[config.mk]
export PLATFORM = sky130hd
export DESIGN_NAME = dwf_window_geometry
export DESIGN_NICKNAME = d
export VERILOG_FILES = /design/src/dwf_pkg.sv /design/src/dwf_window_geometry.sv
export VERILOG_INCLUDE_DIRS = /design/src /design/src/src
export SDC_FILE = /design/constraint.sdc
export NUM_CORES = 1
export LEC_CHECK = 0
export ABC_AREA = 1
export BUFFER_PORTS_ARGS = -buffer_cell sky130_fd_sc_hd__buf_4
export CAP_MARGIN = 30
export CORE_AREA = 2 2 168 153
export DETAILED_ROUTE_END_ITERATION = 6
export DIE_AREA = 0 0 170 155
export GPL_TIMING_DRIVEN = 0
export PLACE_DENSITY = 0.8
export SYNTH_ARGS = -nofsm -noshare
export SYNTH_HDL_FRONTEND = slang
export SYNTH_SLANG_ARGS = --single-unit
[constraint.sdc]
create_clock -name clk -period 2.75 [get_ports clk]
set_input_delay 0.55 -clock clk [delete_from_list [all_inputs] [get_ports clk]]
set_output_delay 0.55 -clock clk [all_outputs]
set_load 0.01 [all_outputs]
[src/dwf_params.svh]
// offsets, field positions and reset values of the window geometry block
`ifndef DWF_PARAMS_SVH
`define DWF_PARAMS_SVH

// ============================================================
// register offsets (16-bit registers, byte offsets)
`define DWF_OFF_MAIN_START_LO 16'h0210
`define DWF_OFF_MAIN_START_HI 16'h0212
`define DWF_OFF_MAIN_STATUS 16'h0214
`define DWF_OFF_MAIN_LINE 16'h0216
`define DWF_OFF_INSET_START_LO 16'h0218
`define DWF_OFF_INSET_START_HI 16'h021a
`define DWF_OFF_INSET_STATUS 16'h021c
`define DWF_OFF_INSET_LINE 16'h021e
`define DWF_OFF_INSET_X_START 16'h0220
`define DWF_OFF_INSET_Y_START 16'h0222
`define DWF_OFF_INSET_X_END 16'h0224
`define DWF_OFF_INSET_Y_END 16'h0226
`define DWF_OFF_RESERVED 16'h0228

// ============================================================
// field positions
`define DWF_BIT_VDOUBLE 13
`define DWF_BIT_HDOUBLE 12
`define DWF_HI_ADDR_MSB 2
`define DWF_LINE_MSB 11
`define DWF_POS_MSB 9

// ============================================================
// reset values
`define DWF_RST_REG 16'h0000
`define DWF_RST_MAIN_STATUS 1'b1
`define DWF_RST_INSET_STATUS 1'b1

`endif

[src/dwf_pkg.sv]
// types shared by the window geometry block
package dwf_pkg;
    typedef logic [18:0] dwf_addr_t;
    typedef logic [9:0] dwf_pos_t;
    typedef enum logic [1:0] {
        DWF_INSET_OFF = 2'b00,
        DWF_INSET_ON = 2'b01,
        DWF_INSET_RSVD = 2'b10,
        DWF_INSET_OVERLAY = 2'b11
    } dwf_func_e;
    typedef enum logic [1:0] {
        DWF_ROT_0 = 2'b00,
        DWF_ROT_90 = 2'b01,
        DWF_ROT_180 = 2'b10,
        DWF_ROT_270 = 2'b11
    } dwf_rot_e;
endpackage : dwf_pkg

[src/dwf_window_geometry.sv]
// main and inset window fetch geometry with its configuration registers
`include "dwf_params.svh"

// Overview of operation
// - main window fetch begins at the 19-bit start address from two registers.
// - single buffer: main status 0 after address write, 1 once frame uses it.
// - double buffer, main front: main status 1 on front, 0 on back.
// - single buffer: inset status 0 after address write, 1 once frame uses it.
// - double buffer, inset front: inset status 1 on front, 0 on back.
// - main line address advances by its 12-bit byte line offset.
// - inset line address advances by its own 12-bit line offset.
// - inset fetches from its own start address, ignored when function is 00.
// - inset top-left corner sits at the 10-bit X and Y start positions.
// - inset ends at the 10-bit X and Y end positions.
// - two-bit rotation field per window selects 0, 90, 180, 270 degrees.
// - inset function 11 means inset with overlay; 00 means disabled.
module dwf_window_geometry (
    // clock, reset, enable
    input wire logic clk,
    input wire logic rst_n,
    input wire logic ce,
    // register port
    input wire logic [15:0] regAddr,
    input wire logic [15:0] regWdata,
    input wire logic regWr,
    input wire logic regRd,
    output logic [15:0] regRdata,
    // display mode controls from the mode registers
    input wire logic dblBufEn,
    input wire logic frontIsMain,
    input wire logic [1:0] insetFunc,
    input wire logic [1:0] mainRotSel,
    input wire logic [1:0] insetRotSel,
    input wire logic [18:0] backStartAddr,
    // display timing
    input wire logic frameStart,
    input wire logic lineEnd,
    input wire logic [9:0] panelX,
    input wire logic [9:0] panelY,
    // fetch geometry outputs
    output logic [18:0] mainLineAddr,
    output logic [9:0] mainSrcCol,
    output logic [18:0] insetLineAddr,
    output logic [9:0] insetSrcCol,
    output logic insetActive,
    output logic insetOverlay,
    output logic [1:0] mainRot,
    output logic [1:0] insetRot
);

    // ============================================================
    // storage
    logic [15:0] mainStartLo_r;
    logic [2:0] mainStartHi_r;
    logic [13:0] mainLine_r;
    logic [15:0] insetStartLo_r;
    logic [2:0] insetStartHi_r;
    logic [13:0] insetLine_r;
    logic [9:0] insetXs_r;
    logic [9:0] insetYs_r;
    logic [9:0] insetXe_r;
    logic [9:0] insetYe_r;
    logic mainStat_r;
    logic insetStat_r;
    logic showFront_r;
    logic mainVpar_r;
    logic insetVpar_r;
    logic [18:0] mainLineAddr_r;
    logic [18:0] insetLineAddr_r;
    logic [9:0] mainSrcCol_r;
    logic [9:0] insetSrcCol_r;
    logic insetActive_r;
    logic insetOverlay_r;
    logic [1:0] mainRot_r;
    logic [1:0] insetRot_r;
    logic [15:0] regRdata_r;

    // ============================================================
    // helpers
    function automatic logic [18:0] addOffset(input logic [18:0] base,
                                              input logic [11:0] off);
        addOffset = base + {7'h00, off};
    endfunction : addOffset

    function automatic logic [9:0] srcColumn(input logic [9:0] rel,
                                             input logic dbl);
        srcColumn = dbl ? {1'b0, rel[9:1]} : rel;
    endfunction : srcColumn

    // ============================================================
    // decode
    wire ceWr = ce && regWr;
    wire wrMainLo = ceWr && (regAddr == `DWF_OFF_MAIN_START_LO);
    wire wrMainHi = ceWr && (regAddr == `DWF_OFF_MAIN_START_HI);
    wire wrMainLine = ceWr && (regAddr == `DWF_OFF_MAIN_LINE);
    wire wrInsetLo = ceWr && (regAddr == `DWF_OFF_INSET_START_LO);
    wire wrInsetHi = ceWr && (regAddr == `DWF_OFF_INSET_START_HI);
    wire wrInsetLine = ceWr && (regAddr == `DWF_OFF_INSET_LINE);
    wire wrXs = ceWr && (regAddr == `DWF_OFF_INSET_X_START);
    wire wrYs = ceWr && (regAddr == `DWF_OFF_INSET_Y_START);
    wire wrXe = ceWr && (regAddr == `DWF_OFF_INSET_X_END);
    wire wrYe = ceWr && (regAddr == `DWF_OFF_INSET_Y_END);
    wire mainAddrWr = wrMainLo || wrMainHi;
    wire insetAddrWr = wrInsetLo || wrInsetHi;

    wire [18:0] mainStart = {mainStartHi_r, mainStartLo_r};
    wire [18:0] insetStart = {insetStartHi_r, insetStartLo_r};
    wire mainVdbl = mainLine_r[`DWF_BIT_VDOUBLE];
    wire mainHdbl = mainLine_r[`DWF_BIT_HDOUBLE];
    wire insetVdbl = insetLine_r[`DWF_BIT_VDOUBLE];
    wire insetHdbl = insetLine_r[`DWF_BIT_HDOUBLE];
    wire [11:0] mainOff = mainLine_r[`DWF_LINE_MSB:0];
    wire [11:0] insetOff = insetLine_r[`DWF_LINE_MSB:0];
    wire insetEn = insetFunc != dwf_pkg::DWF_INSET_OFF;
    wire fStart = ce && frameStart;
    wire lEnd = ce && lineEnd && !frameStart;
    wire mainDblMode = dblBufEn && frontIsMain;
    wire insetDblMode = dblBufEn && !frontIsMain;
    // front/back choice for the next frame, flipped at each frame start while double buffering, else front
    wire nextFront = dblBufEn ? !showFront_r : 1'b1;
    wire [18:0] mainFrameBase =
        (mainDblMode && !nextFront) ? backStartAddr : mainStart;
    wire [18:0] insetFrameBase =
        (insetDblMode && !nextFront) ? backStartAddr : insetStart;
    wire inX = (panelX >= insetXs_r) && (panelX <= insetXe_r);
    wire inY = (panelY >= insetYs_r) && (panelY <= insetYe_r);
    // a doubled line is fetched twice, so advance on every second line
    wire mainStep = !mainVdbl || mainVpar_r;
    wire insetStep = !insetVdbl || insetVpar_r;
    wire insetLineIn = inY && insetEn;

    wire [15:0] rdMux =
        (regAddr == `DWF_OFF_MAIN_START_LO) ? mainStartLo_r :
        (regAddr == `DWF_OFF_MAIN_START_HI) ? {13'h0000, mainStartHi_r} :
        (regAddr == `DWF_OFF_MAIN_STATUS) ? {15'h0000, mainStat_r} :
        (regAddr == `DWF_OFF_MAIN_LINE) ? {2'b00, mainLine_r} :
        (regAddr == `DWF_OFF_INSET_START_LO) ? insetStartLo_r :
        (regAddr == `DWF_OFF_INSET_START_HI) ? {13'h0000, insetStartHi_r} :
        (regAddr == `DWF_OFF_INSET_STATUS) ? {15'h0000, insetStat_r} :
        (regAddr == `DWF_OFF_INSET_LINE) ? {2'b00, insetLine_r} :
        (regAddr == `DWF_OFF_INSET_X_START) ? {6'h00, insetXs_r} :
        (regAddr == `DWF_OFF_INSET_Y_START) ? {6'h00, insetYs_r} :
        (regAddr == `DWF_OFF_INSET_X_END) ? {6'h00, insetXe_r} :
        (regAddr == `DWF_OFF_INSET_Y_END) ? {6'h00, insetYe_r} :
        16'h0000;

    // ============================================================
    // configuration registers; the reserved offset takes no write
    always_ff @(posedge clk or negedge rst_n) begin
        if (!rst_n) begin
            mainStartLo_r <= `DWF_RST_REG;
            mainStartHi_r <= 3'h0;
            mainLine_r <= 14'h0000;
            insetStartLo_r <= `DWF_RST_REG;
            insetStartHi_r <= 3'h0;
            insetLine_r <= 14'h0000;
        end else begin
            if (wrMainLo) mainStartLo_r <= regWdata;
            if (wrMainHi) mainStartHi_r <= regWdata[`DWF_HI_ADDR_MSB:0];
            if (wrMainLine) mainLine_r <= regWdata[13:0];
            if (wrInsetLo) insetStartLo_r <= regWdata;
            if (wrInsetHi) insetStartHi_r <= regWdata[`DWF_HI_ADDR_MSB:0];
            if (wrInsetLine) insetLine_r <= regWdata[13:0];
        end
    end

    always_ff @(posedge clk or negedge rst_n) begin
        if (!rst_n) begin
            insetXs_r <= 10'h000;
            insetYs_r <= 10'h000;
            insetXe_r <= 10'h000;
            insetYe_r <= 10'h000;
        end else begin
            if (wrXs) insetXs_r <= regWdata[`DWF_POS_MSB:0];
            if (wrYs) insetYs_r <= regWdata[`DWF_POS_MSB:0];
            if (wrXe) insetXe_r <= regWdata[`DWF_POS_MSB:0];
            if (wrYe) insetYe_r <= regWdata[`DWF_POS_MSB:0];
        end
    end

    // read data stands after a read strobe taken with ce high, until the next cycle with ce high
    always_ff @(posedge clk or negedge rst_n) begin
        if (!rst_n) begin
            regRdata_r <= 16'h0000;
        end else if (ce) begin
            regRdata_r <= regRd ? rdMux : 16'h0000;
        end
    end

    // ============================================================
    // status; for a window not double buffered, an address write in a frame-start cycle misses that frame,
    // so the write wins and the status stays pending
    wire mainStatNxt = mainDblMode ? nextFront :
                       mainAddrWr ? 1'b0 : 1'b1;
    wire insetStatNxt = insetDblMode ? nextFront :
                        insetAddrWr ? 1'b0 : 1'b1;

    always_ff @(posedge clk or negedge rst_n) begin
        if (!rst_n) begin
            mainStat_r <= `DWF_RST_MAIN_STATUS;
            insetStat_r <= `DWF_RST_INSET_STATUS;
            showFront_r <= 1'b1;
        end else if (fStart) begin
            mainStat_r <= mainStatNxt;
            insetStat_r <= insetStatNxt;
            showFront_r <= nextFront;
        end else begin
            if (mainAddrWr && !dblBufEn) mainStat_r <= 1'b0;
            if (insetAddrWr && !dblBufEn) insetStat_r <= 1'b0;
        end
    end

    // ============================================================
    // line address walkers
    always_ff @(posedge clk or negedge rst_n) begin
        if (!rst_n) begin
            mainLineAddr_r <= 19'h00000;
            mainVpar_r <= 1'b0;
        end else if (fStart) begin
            mainLineAddr_r <= mainFrameBase;
            mainVpar_r <= 1'b0;
        end else if (lEnd) begin
            if (mainStep) begin
                mainLineAddr_r <= addOffset(mainLineAddr_r, mainOff);
            end
            mainVpar_r <= mainVdbl && !mainVpar_r;
        end
    end

    always_ff @(posedge clk or negedge rst_n) begin
        if (!rst_n) begin
            insetLineAddr_r <= 19'h00000;
            insetVpar_r <= 1'b0;
        end else if (fStart) begin
            insetLineAddr_r <= insetEn ? insetFrameBase : 19'h00000;
            insetVpar_r <= 1'b0;
        end else if (lEnd && insetLineIn) begin
            if (insetStep) begin
                insetLineAddr_r <= addOffset(insetLineAddr_r, insetOff);
            end
            insetVpar_r <= insetVdbl && !insetVpar_r;
        end
    end

    // ============================================================
    // per-pixel placement
    wire [9:0] insetRel = panelX - insetXs_r;

    always_ff @(posedge clk or negedge rst_n) begin
        if (!rst_n) begin
            mainSrcCol_r <= 10'h000;
            insetSrcCol_r <= 10'h000;
            insetActive_r <= 1'b0;
            insetOverlay_r <= 1'b0;
        end else if (ce) begin
            mainSrcCol_r <= srcColumn(panelX, mainHdbl);
            insetSrcCol_r <= inX ? srcColumn(insetRel, insetHdbl) : 10'h000;
            insetActive_r <= insetEn && inX && inY;
            insetOverlay_r <= insetFunc == dwf_pkg::DWF_INSET_OVERLAY;
        end
    end

    // rotation follows the frame, never changing mid-frame
    always_ff @(posedge clk or negedge rst_n) begin
        if (!rst_n) begin
            mainRot_r <= dwf_pkg::DWF_ROT_0;
            insetRot_r <= dwf_pkg::DWF_ROT_0;
        end else if (fStart) begin
            mainRot_r <= mainRotSel;
            insetRot_r <= insetRotSel;
        end
    end

    assign regRdata = regRdata_r;
    assign mainLineAddr = mainLineAddr_r;
    assign mainSrcCol = mainSrcCol_r;
    assign insetLineAddr = insetLineAddr_r;
    assign insetSrcCol = insetSrcCol_r;
    assign insetActive = insetActive_r;
    assign insetOverlay = insetOverlay_r;
    assign mainRot = mainRot_r;
    assign insetRot = insetRot_r;

    // ============================================================
    // checks
    AST_MAIN_WR_PEND: assert property (
        @(posedge clk) disable iff (!rst_n)
        mainAddrWr && !dblBufEn |=> !mainStat_r
    ) else $error("main status not pending after address write");

    AST_MAIN_FRAME_USE: assert property (
        @(posedge clk) disable iff (!rst_n)
        fStart && !dblBufEn && !mainAddrWr |=>
            mainStat_r && mainLineAddr_r == $past(mainStart)
    ) else $error("main frame did not take latest start address");

    AST_MAIN_DBL_FLIP: assert property (
        @(posedge clk) disable iff (!rst_n)
        fStart && dblBufEn && frontIsMain |=>
            showFront_r != $past(showFront_r) &&
            mainStat_r == showFront_r &&
            mainLineAddr_r ==
                (mainStat_r ? $past(mainStart) : $past(backStartAddr))
    ) else $error("main status does not follow shown buffer");

    AST_INSET_DBL_BACK: assert property (
        @(posedge clk) disable iff (!rst_n)
        fStart && dblBufEn && !frontIsMain && insetEn && showFront_r |=>
            !insetStat_r && insetLineAddr_r == $past(backStartAddr)
    ) else $error("inset back buffer not shown with status 0");

    AST_INSET_WR_PEND: assert property (
        @(posedge clk) disable iff (!rst_n)
        insetAddrWr && !dblBufEn ##1 !fStart[*2] |-> !insetStat_r
    ) else $error("inset status lost pending state");

    AST_MAIN_LINE_STEP: assert property (
        @(posedge clk) disable iff (!rst_n)
        lEnd && !mainVdbl |=>
            mainLineAddr_r == addOffset($past(mainLineAddr_r),
                                        $past(mainOff))
    ) else $error("main line address did not step by offset");

    AST_VDBL_PAIR: assert property (
        @(posedge clk) disable iff (!rst_n)
        lEnd && mainVdbl && !mainVpar_r && !fStart |=>
            $stable(mainLineAddr_r)
    ) else $error("doubled line advanced too early");

    AST_INSET_OFF: assert property (
        @(posedge clk) disable iff (!rst_n)
        ce && insetFunc == dwf_pkg::DWF_INSET_OFF |=>
            !insetActive_r ##0 (!$past(frameStart) || insetLineAddr_r == 0)
    ) else $error("disabled inset still active");

    AST_INSET_EDGE: assert property (
        @(posedge clk) disable iff (!rst_n)
        ce && insetEn && panelX == insetXs_r && inY |=>
            insetActive_r && insetSrcCol_r == 10'h000
    ) else $error("inset corner not placed at start position");

    AST_RSVD_READ: assert property (
        @(posedge clk) disable iff (!rst_n)
        ce && regRd && regAddr == `DWF_OFF_RESERVED |=> regRdata_r == 0
    ) else $error("reserved register read not zero");

endmodule : dwf_window_geometry

==> results.md, run 1 <==
- Post-synth cell types: between 50 and 60
- Worst-skew pair later-pin latency: 440 ps
- Top_reg_cell synth: dfrtp_1
- Final setup vio count: 0
- Total number of yosys warnings: 0
- Site row count: 55
- Final hold vios: 0
- RSZ-0062 raised after global routing: no
- Area leader, netlist: dfrtp_1
- Clock transition at path regs: 70 ps
- Overall die width: 170 um
- # DRC: 0
- Post-Synth XOR/XNOR Area: 1.18%
- Fin. max-slew vios: 0
- First-pass GRT wire length: 60.8 mm
- Simple-Gate Fraction of Synth Area: 25.6%
- TritonCTS buffer count: 17
- Critical path class: flip-flop to flip-flop
- Multi-input logic area: 6170 um2
- Number of instances in the placed design: between 2000 and 2500
- Share of layout cells above drive strength 1: around 16%
- Top cells by area, synth: dfrtp_1, nand2_1, ha_1, o21ai_0, inv_1
- Area growth from synthesis to layout: 18.6%
- # nets final: 1923
- Total gr overflow: 0
- FF+latch area: 4780 um2
- Top-count cell post-synth: nand2_1
- Area share of the largest cell type after synthesis: 39.5%
- Vias in the first global route: 10900
- Relative slew slack: 48.9%
- Total power: 6.77 mW
- N_diodes: 0
- Routed WL: 39.4 mm
- Fin cells: 2096
- Worst vdd ir: 0.000400 V
- Post-CTS sizing: 0
- Post-synthesis mux area share: 0%
- Synth Net Count: around 1700
- R2r setup slk: around 300 ps
- Mapped Area: 11900 um2
- Clock Skews: 8.30 ps
- GRT Total Usage: 30.1%
- Largest family of logic cells by synthesized area: simple AND/OR/NAND/NOR gates
- Synth top cells by count: nand2_1, dfrtp_1, inv_1, o21ai_0, nor2_1
- Power Dens Cells: 479 nW/um2
- Antenna-violating nets left: 0
- Via-per-instance ratio: 5.69
- Number of enable flip-flop cells after synthesis: 0
- Ports: 166
- Port-buffer cells: 164
- Sink Count: between 150 and 200
- Seq/Total Area, Yosys: 40.1%
- Clock tree buffer depth: 2
- Final Cycle Share: 88.9%
- Core area: 24800 um2
- Compound-gate portion of the synthesized area: 17.8%
- Maximum clock rate: just over 400 MHz
- Synth Area in Adders: 7.22%
- Die area: around 26000 um2
- Asr flop ratio synth: 100%
- Period minus WS final: 2450 ps
- Initial core utilization: 48.1%
- Chip height: approximately 160 um
- Fill cell count: 2367
- Initial DRC count: 1408
- Crit-path max FO: 3
- Wire per inst: 18.8 um
- Tightest Pin Transition: 766 ps
- Mapped Cells: 1586
- Largest net degree at the start of global routing: 111
- Total of max-cap violations: 0
- Clock Tree Root: clkbuf_16
- Crit path DAT: about 2800 ps
- Crit path launch type: flip-flop
- Setup Buffers After CTS: 0
- CTS tree: done
- Placer congestion estimate: 0.981
- Hold crit path type: primary input to asynchronous set/reset pin
- Synth Register Bits: 191
- Detailed placement HPWL: 30.8 mm
- Leak: between 7 and 8 nW
- Mean Syn Cell Area: ~7.5 um2
- Outcome: finished, final reports clean
- Via Count: 11900
- Worst path required time: 3120 ps
- First-pass iteration count of the detailed router: 5
- Initial antenna violation count: 0
- CTS H-Tree Depth: 4
- Critical Path End Type: flip-flop
- CTS Hold Bufs: 0
sequential cells by signal (all words and copies together) (netlist names), 2 cells and up:
signal          flops
insetStartHi_r      3
mainStartLo_r      16
insetStartLo_r     16
insetRot            2
insetYs_r          10
insetLineAddr      19
mainSrcCol         10
mainLineAddr       19
mainLine_r         14
insetXs_r          10
mainStartHi_r       3
insetYe_r          10
insetLine_r        14
insetSrcCol        10
insetXe_r          10
mainRot             2
regRdata           16
cell type report:
| class | instances | share of cell area (%) |
|---|---|---|
| multi-input combinational | 1169 | 43.7 |
| timing repair buffer | 165 | 8.96 |
| inverter | 173 | 4.68 |
| sequential | 191 | 33.8 |
| clock inverter | 14 | 0.885 |
| clock buffer | 18 | 3.11 |
| buffer | 53 | 2.11 |
| tap | 313 | 2.77 |
per-layer routing:
metal / global-route usage, % / up-vias / routed length (um)
met3: 4.86 / 67 / 3530
li1: - / 5632 / -
met2: 46.1 / 579 / 17400
met5: 0 / - / 0
met4: 8.26 / 0 / 826
met1: 44.3 / 5643 / 17600
worst max-delay path, cell delays in order, from the launching register on:
cell and delay [ps]:
dfrtp_1 410, ha_1 190, inv_1 60, fa_1 410, inv_1 80, nand3_1 80, nand2_1 80, nand2_1 60
nand2_1 90, a21oi_1 90, o21ai_0 390, nand3_1 130, nand3_1 110, nand3_1 70, a21oi_1 140
cell families after synthesis:
logic type	Yosys count
AOI/OAI and AO/OA	385
buffers and inverters	226
adders and majority gates	67
and+or+nand+nor	701
xor gates and xnor gates	16
DFF	191
final timing paths:
kind / end / startpoint / cells past startpoint
max in group asynchronous: insetLineAddr[14]$_DFFE_PN0P_ / rst_n / 2
min reg2reg: insetRot[0]$_DFFE_PN0P_ / insetRot[0]$_DFFE_PN0P_ / 2
min in group clk: mainRot[1]$_DFFE_PN0P_ / mainRotSel[1] / 3
max reg2reg: mainLineAddr[16]$_DFFE_PN0P_ / mainLine_r[0]$_DFFE_PN0P_ / 14
min: insetYs_r[3]$_DFFE_PN0P_ / rst_n / 1
max: mainLineAddr[16]$_DFFE_PN0P_ / mainLine_r[0]$_DFFE_PN0P_ / 14
layout by cell type (no fill, tap or decap), types with 4 or more instances in the layout:
cell type | netlist | final
nand2_1 | 451 | 451
dfrtp_1 | 188 | 188
buf_4 | 1 | 164
inv_1 | 161 | 161
o21ai_0 | 149 | 149
nor2_1 | 110 | 110
a21oi_1 | 86 | 86
nand3_1 | 74 | 74
o21ai_1 | 68 | 68
ha_1 | 64 | 64
clkbuf_1 | 24 | 24
o22ai_1 | 19 | 19
buf_2 | 18 | 18
nand4_1 | 17 | 17
clkbuf_16 | 0 | 17
a31oi_1 | 12 | 12
o21ai_2 | 10 | 10
xnor2_1 | 10 | 10
o211ai_1 | 9 | 9
inv_2 | 8 | 8
nand2_2 | 6 | 6
nor2_2 | 6 | 6
a22o_1 | 6 | 6
xor2_1 | 6 | 6
nor2_4 | 5 | 5
inv_8 | 1 | 5
buf_6 | 5 | 5
inv_6 | 1 | 5
a21o_1 | 5 | 5
or2_0 | 5 | 5
nor3_1 | 5 | 5
nand3_4 | 4 | 4
or2_2 | 4 | 4
o21a_1 | 4 | 4
o2111ai_1 | 4 | 4
o21bai_1 | 4 | 4
report_power, final:
part           switching, mW  total (mW)  internal (mW)
clock network           1.21        2.43           1.22
logic                  0.734        1.23          0.500
registers              0.145        3.10           2.95
total                   2.09        6.77           4.67
through the flow:
| stage | utilization [%] | hold WS [ps] | TNS [ps] | cell area, um2 | worst slack (ps) |
|---|---|---|---|---|---|
| after global placement | 54.7 | 466 | -28510 | 13500 | -170 |
| final | 57.1 | 63.5 | 0 | 14100 | 305 |
| after floorplan | - | 254 | 0 | 11900 | 724 |
| after global routing | 57.1 | 144 | 0 | 14100 | 97.4 |
| after CTS | 57.1 | 118 | 0 | 14100 | 374 |
| after detailed placement | 54.8 | 467 | 0 | 13600 | 154 |
No activity file was read; power rests on OpenSTA's default activity.
==> inputs of run 2 (changes only) <==
--- a/config.mk
+++ b/config.mk
@@ -12,7 +12,6 @@
 export CORE_AREA = 2 2 168 153
 export DETAILED_ROUTE_END_ITERATION = 6
 export DIE_AREA = 0 0 170 155
-export GPL_TIMING_DRIVEN = 0
 export PLACE_DENSITY = 0.8
 export SYNTH_ARGS = -nofsm -noshare
 export SYNTH_HDL_FRONTEND = slang
==> run 2 against run 1 <==
The flow now finishes with violations (DRC). Combinational power barely moved. Die area is the same. First-iteration DRC count fell by 1.9%. Count of clock-buffer cells in the layout unchanged. Sequential cell count unchanged. Critical endpoint is now insetLineAddr[14]$_DFFE_PN0P_. Largest power group unchanged.
==> results.md, run 2 (synthesized netlist as in run 1, its figures left out) <==
- Top cell by count, worst path: nand3_1
- Clock Tree Root: clkbuf_16
- TritonCTS buffer count: 17 (unchanged)
- CTS Hold Bufs: 0 (unchanged)
- First-pass iteration count of the detailed router: 7 (+2)
- Failing checks: DRC
- Clock transition at path regs: 80 ps (about the same)
- Core area: 24800 um2 (unchanged)
- Initial core utilization: 48.1% (unchanged)
- Port-buffer cells: 165 (+0.61%)
- # DRC: 6 (+6)
- Fin. max-slew vios: 0 (unchanged)
- Worst-skew pair later-pin latency: 450 ps (about the same)
- RSZ-0062 raised after global routing: no
- Clock Skews: 13.0 ps (+4.74 ps)
- Die area: 26400 um2 (unchanged)
- Vias in the first global route: 11100 (+1.8%)
- Overall die width: 170 um (unchanged)
- Worst path top cell family by delay: simple AND/OR/NAND/NOR gates
- Critical path class: flip-flop to flip-flop
- Sink Count: 191 (unchanged)
- Crit path largest cell delay: 460 ps (+50 ps)
- Crit path DAT: 2720 ps (-100 ps)
- Initial DRC count: 1381 (-1.9%)
- Crit path launch type: flip-flop
- Critical Path End Type: flip-flop
- Largest net degree at the start of global routing: 63 (-43%)
- Routed WL: 37.4 mm (-4.9%)
- FF+latch area: 4780 um2 (unchanged)
- First-pass GRT wire length: 59.0 mm (-2.9%)
- Crit-path cells: ha_1 -> inv_1 -> fa_1 -> inv_1 -> nand3_1 -> nand2_1 -> nand3_1 -> nand3_1 -> nand2_1 -> nor2_1 -> xor2_1 -> a21oi_1 -> o21ai_0
- Most frequent cells in the layout: nand2_1, dfrtp_1, buf_4
- Levels on crit path: 13 (-1)
- Setup Buffers After CTS: 0 (unchanged)
- Detailed placement HPWL: 28.6 mm (-7.0%)
- Clock tree buffer depth: 2 (unchanged)
- R2R cell count: 13 (-1)
- Share of layout cells above drive strength 1: 15.9% (-0.060 points)
- Via-per-instance ratio: 5.69 (about the same)
- Worst vdd ir: 0.000380 V (-4.9%)
- Post-CTS sizing: 0 (unchanged)
- Ports: 166 (unchanged)
- # nets final: 1892 (-1.6%)
- CTS H-Tree Depth: 4 (unchanged)
- Area growth from synthesis to layout: 17.9%
- Outcome: finished, violations left
- Slowest CP cell: dfrtp_1
- Worst path required time: 3120 ps (about the same)
- Chip height: 155 um (unchanged)
- GRT Total Usage: 28.6% (-1.4 points)
- Via Count: 11800 (-1.4%)
- Final hold vios: 0 (unchanged)
- CTS tree: done
- Wire per inst: 18.1 um (-3.5%)
- Final Cycle Share: 85.4% (-3.5 points)
- Fill cell count: 2204 (-6.9%)
- Placer congestion estimate: 0.920 (-6.2%)
- Hold crit path type: primary input to asynchronous set/reset pin
- N_diodes: 0 (unchanged)
- Multi-input logic area: 6170 um2 (unchanged)
- Tightest Pin Transition: 675 ps (-90.9 ps)
- Period minus WS final: 2350 ps (-95.8 ps)
- Antenna-violating nets left: 0 (unchanged)
- Number of instances in the placed design: 2033 (-1.5%)
- Initial antenna violation count: 0 (unchanged)
- Leak: 7.06 nW (-0.32%)
- Power Dens Cells: 488 nW/um2 (+2.0%)
- Crit-path max FO: 3 (unchanged)
- Site row count: 55 (unchanged)
- Fin cells: 2065 (-1.5%)
- Final setup vio count: 0 (unchanged)
- Total of max-cap violations: 0 (unchanged)
- Maximum clock rate: 426 MHz (+4.1%)
- Total gr overflow: 0 (unchanged)
- Most common cell after layout, fill and taps aside: nand2_1
- Relative slew slack: 54.9% (+6.0 points)
- Critical path buffer and inverter count: 2 (unchanged)
- TNS Setup: 0 ps (unchanged)
run 2: final timing paths:
path                                               from                             to  slack, ps
max                        insetLineAddr[0]$_DFFE_PN0P_  insetLineAddr[14]$_DFFE_PN0P_        400
min                                               rst_n       insetYe_r[8]$_DFFE_PN0P_         90
max reg2reg                insetLineAddr[0]$_DFFE_PN0P_  insetLineAddr[14]$_DFFE_PN0P_        400
min reg2reg                     insetRot[0]$_DFFE_PN0P_        insetRot[0]$_DFFE_PN0P_        480
max in group asynchronous                         rst_n     insetSrcCol[8]$_DFFE_PN0P_       1820
min in group clk                         insetRotSel[1]        insetRot[1]$_DFFE_PN0P_        290
run 2: layout make-up:
class	instances	area share, %
multi-input combinational	1169	43.9
tap	313	2.79
sequential	191	34.0
timing repair buffer	187	10.3
clock buffer	18	3.13
clock inverter	14	1.09
inverter	173	4.71
run 2: metal layers:
metal	global-route usage, %	routed length, um	vias up
li1	-	-	5561
met1	40.3	15900	5518
met2	44.6	16900	589
met3	4.66	3390	83
met4	10.7	1150	0
met5	0	0	-
run 2: power by group:
group	switching (mW)	total, mW	internal (mW)	leakage [nW]
Sequential	0.148	3.10	2.95	2.56
Combinational	0.730	1.24	0.508	4.22
Clock	1.21	2.52	1.31	0.286
run 2: worst register-to-register path: stages, from the launching register on:
cell and delay [ps]:
dfrtp_1 460, ha_1 210, inv_1 60, fa_1 350, inv_1 90, nand3_1 90
nand2_1 130, nand3_1 70, nand3_1 130, nand2_1 90, nor2_1 170, xor2_1 190
a21oi_1 90, o21ai_0 140
run 2: per-stage QoR:
| step | hold WS, ps | power (mW) | utilization, % | setup WS, ps | cell area, um2 |
|---|---|---|---|---|---|
| after floorplan | 254 | 3.76 | - | 724 | 11900 |
| final | 88.2 | 6.86 | 56.7 | 400 | 14000 |
| after global placement | 465 | 4.35 | 54.3 | 330 | 13500 |
| after detailed placement | 466 | 4.38 | 54.3 | 230 | 13500 |
| after CTS | 115 | 6.85 | 56.7 | 437 | 14000 |
| after global routing | 121 | 7.13 | 56.7 | 92.1 | 14000 |
==> inputs of run 3 (changes only) <==
--- a/config.mk
+++ b/config.mk
@@ -7,12 +7,12 @@
 export NUM_CORES = 1
 export LEC_CHECK = 0
 export ABC_AREA = 1
-export BUFFER_PORTS_ARGS = -buffer_cell sky130_fd_sc_hd__buf_4
 export CAP_MARGIN = 30
 export CORE_AREA = 2 2 168 153
 export DETAILED_ROUTE_END_ITERATION = 6
 export DIE_AREA = 0 0 170 155
-export PLACE_DENSITY = 0.8
+export DONT_BUFFER_PORTS = 1
+export PLACE_DENSITY = 0.74
 export SYNTH_ARGS = -nofsm -noshare
 export SYNTH_HDL_FRONTEND = slang
 export SYNTH_SLANG_ARGS = --single-unit
==> run 3 against run 2 <==
The flow finishes with violations (hold timing). Sequential power grew 3%. Clock skew shrank 2.0 ps. Sequential share of layout area grew 3.5 points. Routed wire length shrank 2.3%. Design area shrank 9.4%. Setup slack lost 84 ps. Final cell count shrank 8.2%. Utilization shrank 5.3 points. Register-to-register slack lost 80 ps. First-iteration DRC count shrank 21%. Critical path type unchanged. Critical endpoint is now insetLineAddr[18]$_DFFE_PN0P_.
==> results.md, run 3 (synthesized netlist as in run 1, its figures left out) <==
- Outcome: finished, violations left
- Failing checks: hold timing
- R2r endpoint: insetLineAddr[18]$_DFFE_PN0P_
- CTS tree: done
- Via-per-instance ratio: 5.75 (+1.0%)
- Top cell by count, worst path: nand2_1
- Ports: 166 (unchanged)
- Detailed placement HPWL: 27.8 mm (-3.0%)
- Crit-path max FO: 3 (unchanged)
- Final setup vio count: 0 (unchanged)
- Largest net degree at the start of global routing: 192 (+200%)
- Final instance area: 12700 um2 (-9.4%)
- Share of layout cells above drive strength 1: 6.83% (-9.1 points)
- Fin. max-slew vios: 0 (unchanged)
- Worst-skew pair later-pin latency: 460 ps (about the same)
- Chip height: 155 um (unchanged)
- Final Cycle Share: 88.5% (+3.0 points)
- # nets final: 1721 (-9.0%)
- Fill cell count: 2420 (+9.8%)
- Worst reg2reg startpoint: insetLineAddr[0]$_DFFE_PN0P_
- Critical Path End Type: flip-flop
- Crit path largest cell delay: 500 ps (+40 ps)
- Critical path buffer and inverter count: 3 (+1)
- Maximum clock rate: 411 MHz (-3.4%)
- Overall die width: 170 um (unchanged)
- TritonCTS buffer count: 17 (unchanged)
- Area growth from synthesis to layout: 6.87%
- Routed WL: 36.5 mm (-2.3%)
- Initial antenna violation count: 1 (+1)
- Power Dens Cells: 508 nW/um2 (+4.1%)
- Crit-path cells: ha_1 -> inv_1 -> fa_1 -> inv_1 -> nand3_1 -> nand2_1 -> nand3_1 -> nand3_1 -> nand2_1 -> inv_1 -> nand2_1 -> o21bai_1 -> nand3_1 -> nand2_1 -> nand2_1 -> nand2_1
- Vias in the first global route: 10100 (-8.9%)
- Most frequent cells in the layout: nand2_1, dfrtp_1, inv_1
- Antenna-violating nets left: 0 (unchanged)
- Total of max-cap violations: 0 (unchanged)
- Worst path top cell family by delay: simple AND/OR/NAND/NOR gates
- Relative slew slack: 46.4% (-8.5 points)
- Clock Tree Root: clkbuf_16
- Placer congestion estimate: 0.932 (+1.3%)
- Most common cell after layout, fill and taps aside: nand2_1
- Tightest Pin Transition: 795 ps (+120 ps)
- Site row count: 55 (unchanged)
- Worst vdd ir: 0.000454 V (+19%)
- RSZ-0062 raised after global routing: no
- Final hold slack: -211 ps (-300 ps)
- Port-buffer cells: 0 (-100%)
- Clock transition at path regs: 80 ps (about the same)
- Initial DRC count: 1091 (-21%)
- Leak: 6.20 nW (-12%)
- GRT Total Usage: 28.0% (-0.63 points)
- Fin worst setup slack: 317 ps (-83.6 ps)
- Clock tree buffer depth: 2 (unchanged)
- Slowest CP cell: dfrtp_1
- Hold crit path type: primary input to asynchronous set/reset pin
- CTS H-Tree Depth: 4 (unchanged)
- Sink Count: 191 (unchanged)
- Core area: 24800 um2 (unchanged)
- Initial core utilization: 48.1% (unchanged)
- Worst path required time: 3150 ps (+30 ps)
- Critical path class: flip-flop to flip-flop
- First-pass GRT wire length: 57.0 mm (-3.5%)
- TNS Setup: 0 ps (unchanged)
- Final hold vios: 188 (+188)
- Via Count: 10900 (-7.3%)
- Period minus WS final: 2430 ps (+83.6 ps)
- Crit path launch type: flip-flop
- Placed Area: 12100 um2 (-9.8%)
- Pre-CTS WS: 346 ps (+116 ps)
- Post-CTS sizing: 0 (unchanged)
- Crit path from: insetLineAddr[0]$_DFFE_PN0P_
- R2r setup slk: 320 ps (-80 ps)
- Crit path DAT: 2840 ps (+120 ps)
- Total gr overflow: 0 (unchanged)
- Clock Skews: 11.1 ps (-1.96 ps)
- Die area: 26400 um2 (unchanged)
- # DRC: 0 (-6)
- R2R cell count: 16 (+3)
- First-pass iteration count of the detailed router: 7 (unchanged)
- Wire per inst: 19.3 um (+6.4%)
run 3: worst max-delay path by stage:
stage	endpoint	slack [ps]	cells past startpoint
after global placement	insetLineAddr[12]$_DFFE_PN0P_	410	11
after detailed placement	insetLineAddr[17]$_DFFE_PN0P_	350	11
final	insetLineAddr[18]$_DFFE_PN0P_	320	16
after CTS	insetLineAddr[18]$_DFFE_PN0P_	360	16
after global routing	insetLineAddr[18]$_DFFE_PN0P_	30	16
after floorplan	mainLineAddr[18]$_DFFE_PN0P_	720	16
run 3: stage by stage:
step	cells	power (mW)	util [%]
3_3_place_gp	1862	3.98	49.0
3_5_place_dp	1862	4.00	49.0
2_1_floorplan	1586	3.76	-
5_1_grt	1895	6.74	51.4
4_1_cts	1894	6.48	51.4
6_report	1895	6.47	51.4
run 3: power breakdown:
part           leakage, nW  internal (mW)  switching, mW
registers             2.56           2.95          0.231
logic                 3.35          0.272          0.509
clock network        0.283           1.22           1.29
run 3: repair_timing:
action | in CTS | in global routing
endpoints found under the setup margin | 0 | 0
endpoints found under the hold margin | 191 | 188
setup buffers | 0 | 0
run 3: area by class of cell:
cell class	count	area [um2]	area share [%]
inverters	173	662	5.20
flip-flops and latches	191	4780	37.6
clock inverters	15	164	1.29
clock buffers	17	425	3.34
well taps	313	392	3.08
repair buffers	16	133	1.04
multi-input cells	1169	6170	48.5
diodes	1	2.50	0.0197
run 3: routing by layer:
layer | part of all wire [%] | global-route usage [%] | vias to the layer above | wire, um
met5 | 0 | 0 | - | 0
met4 | 2.3 | 8.22 | 0 | 836
met3 | 9.2 | 6.41 | 64 | 3360
met2 | 44 | 42.5 | 451 | 16000
met1 | 45 | 40.1 | 5157 | 16300
li1 | - | - | 5224 | -
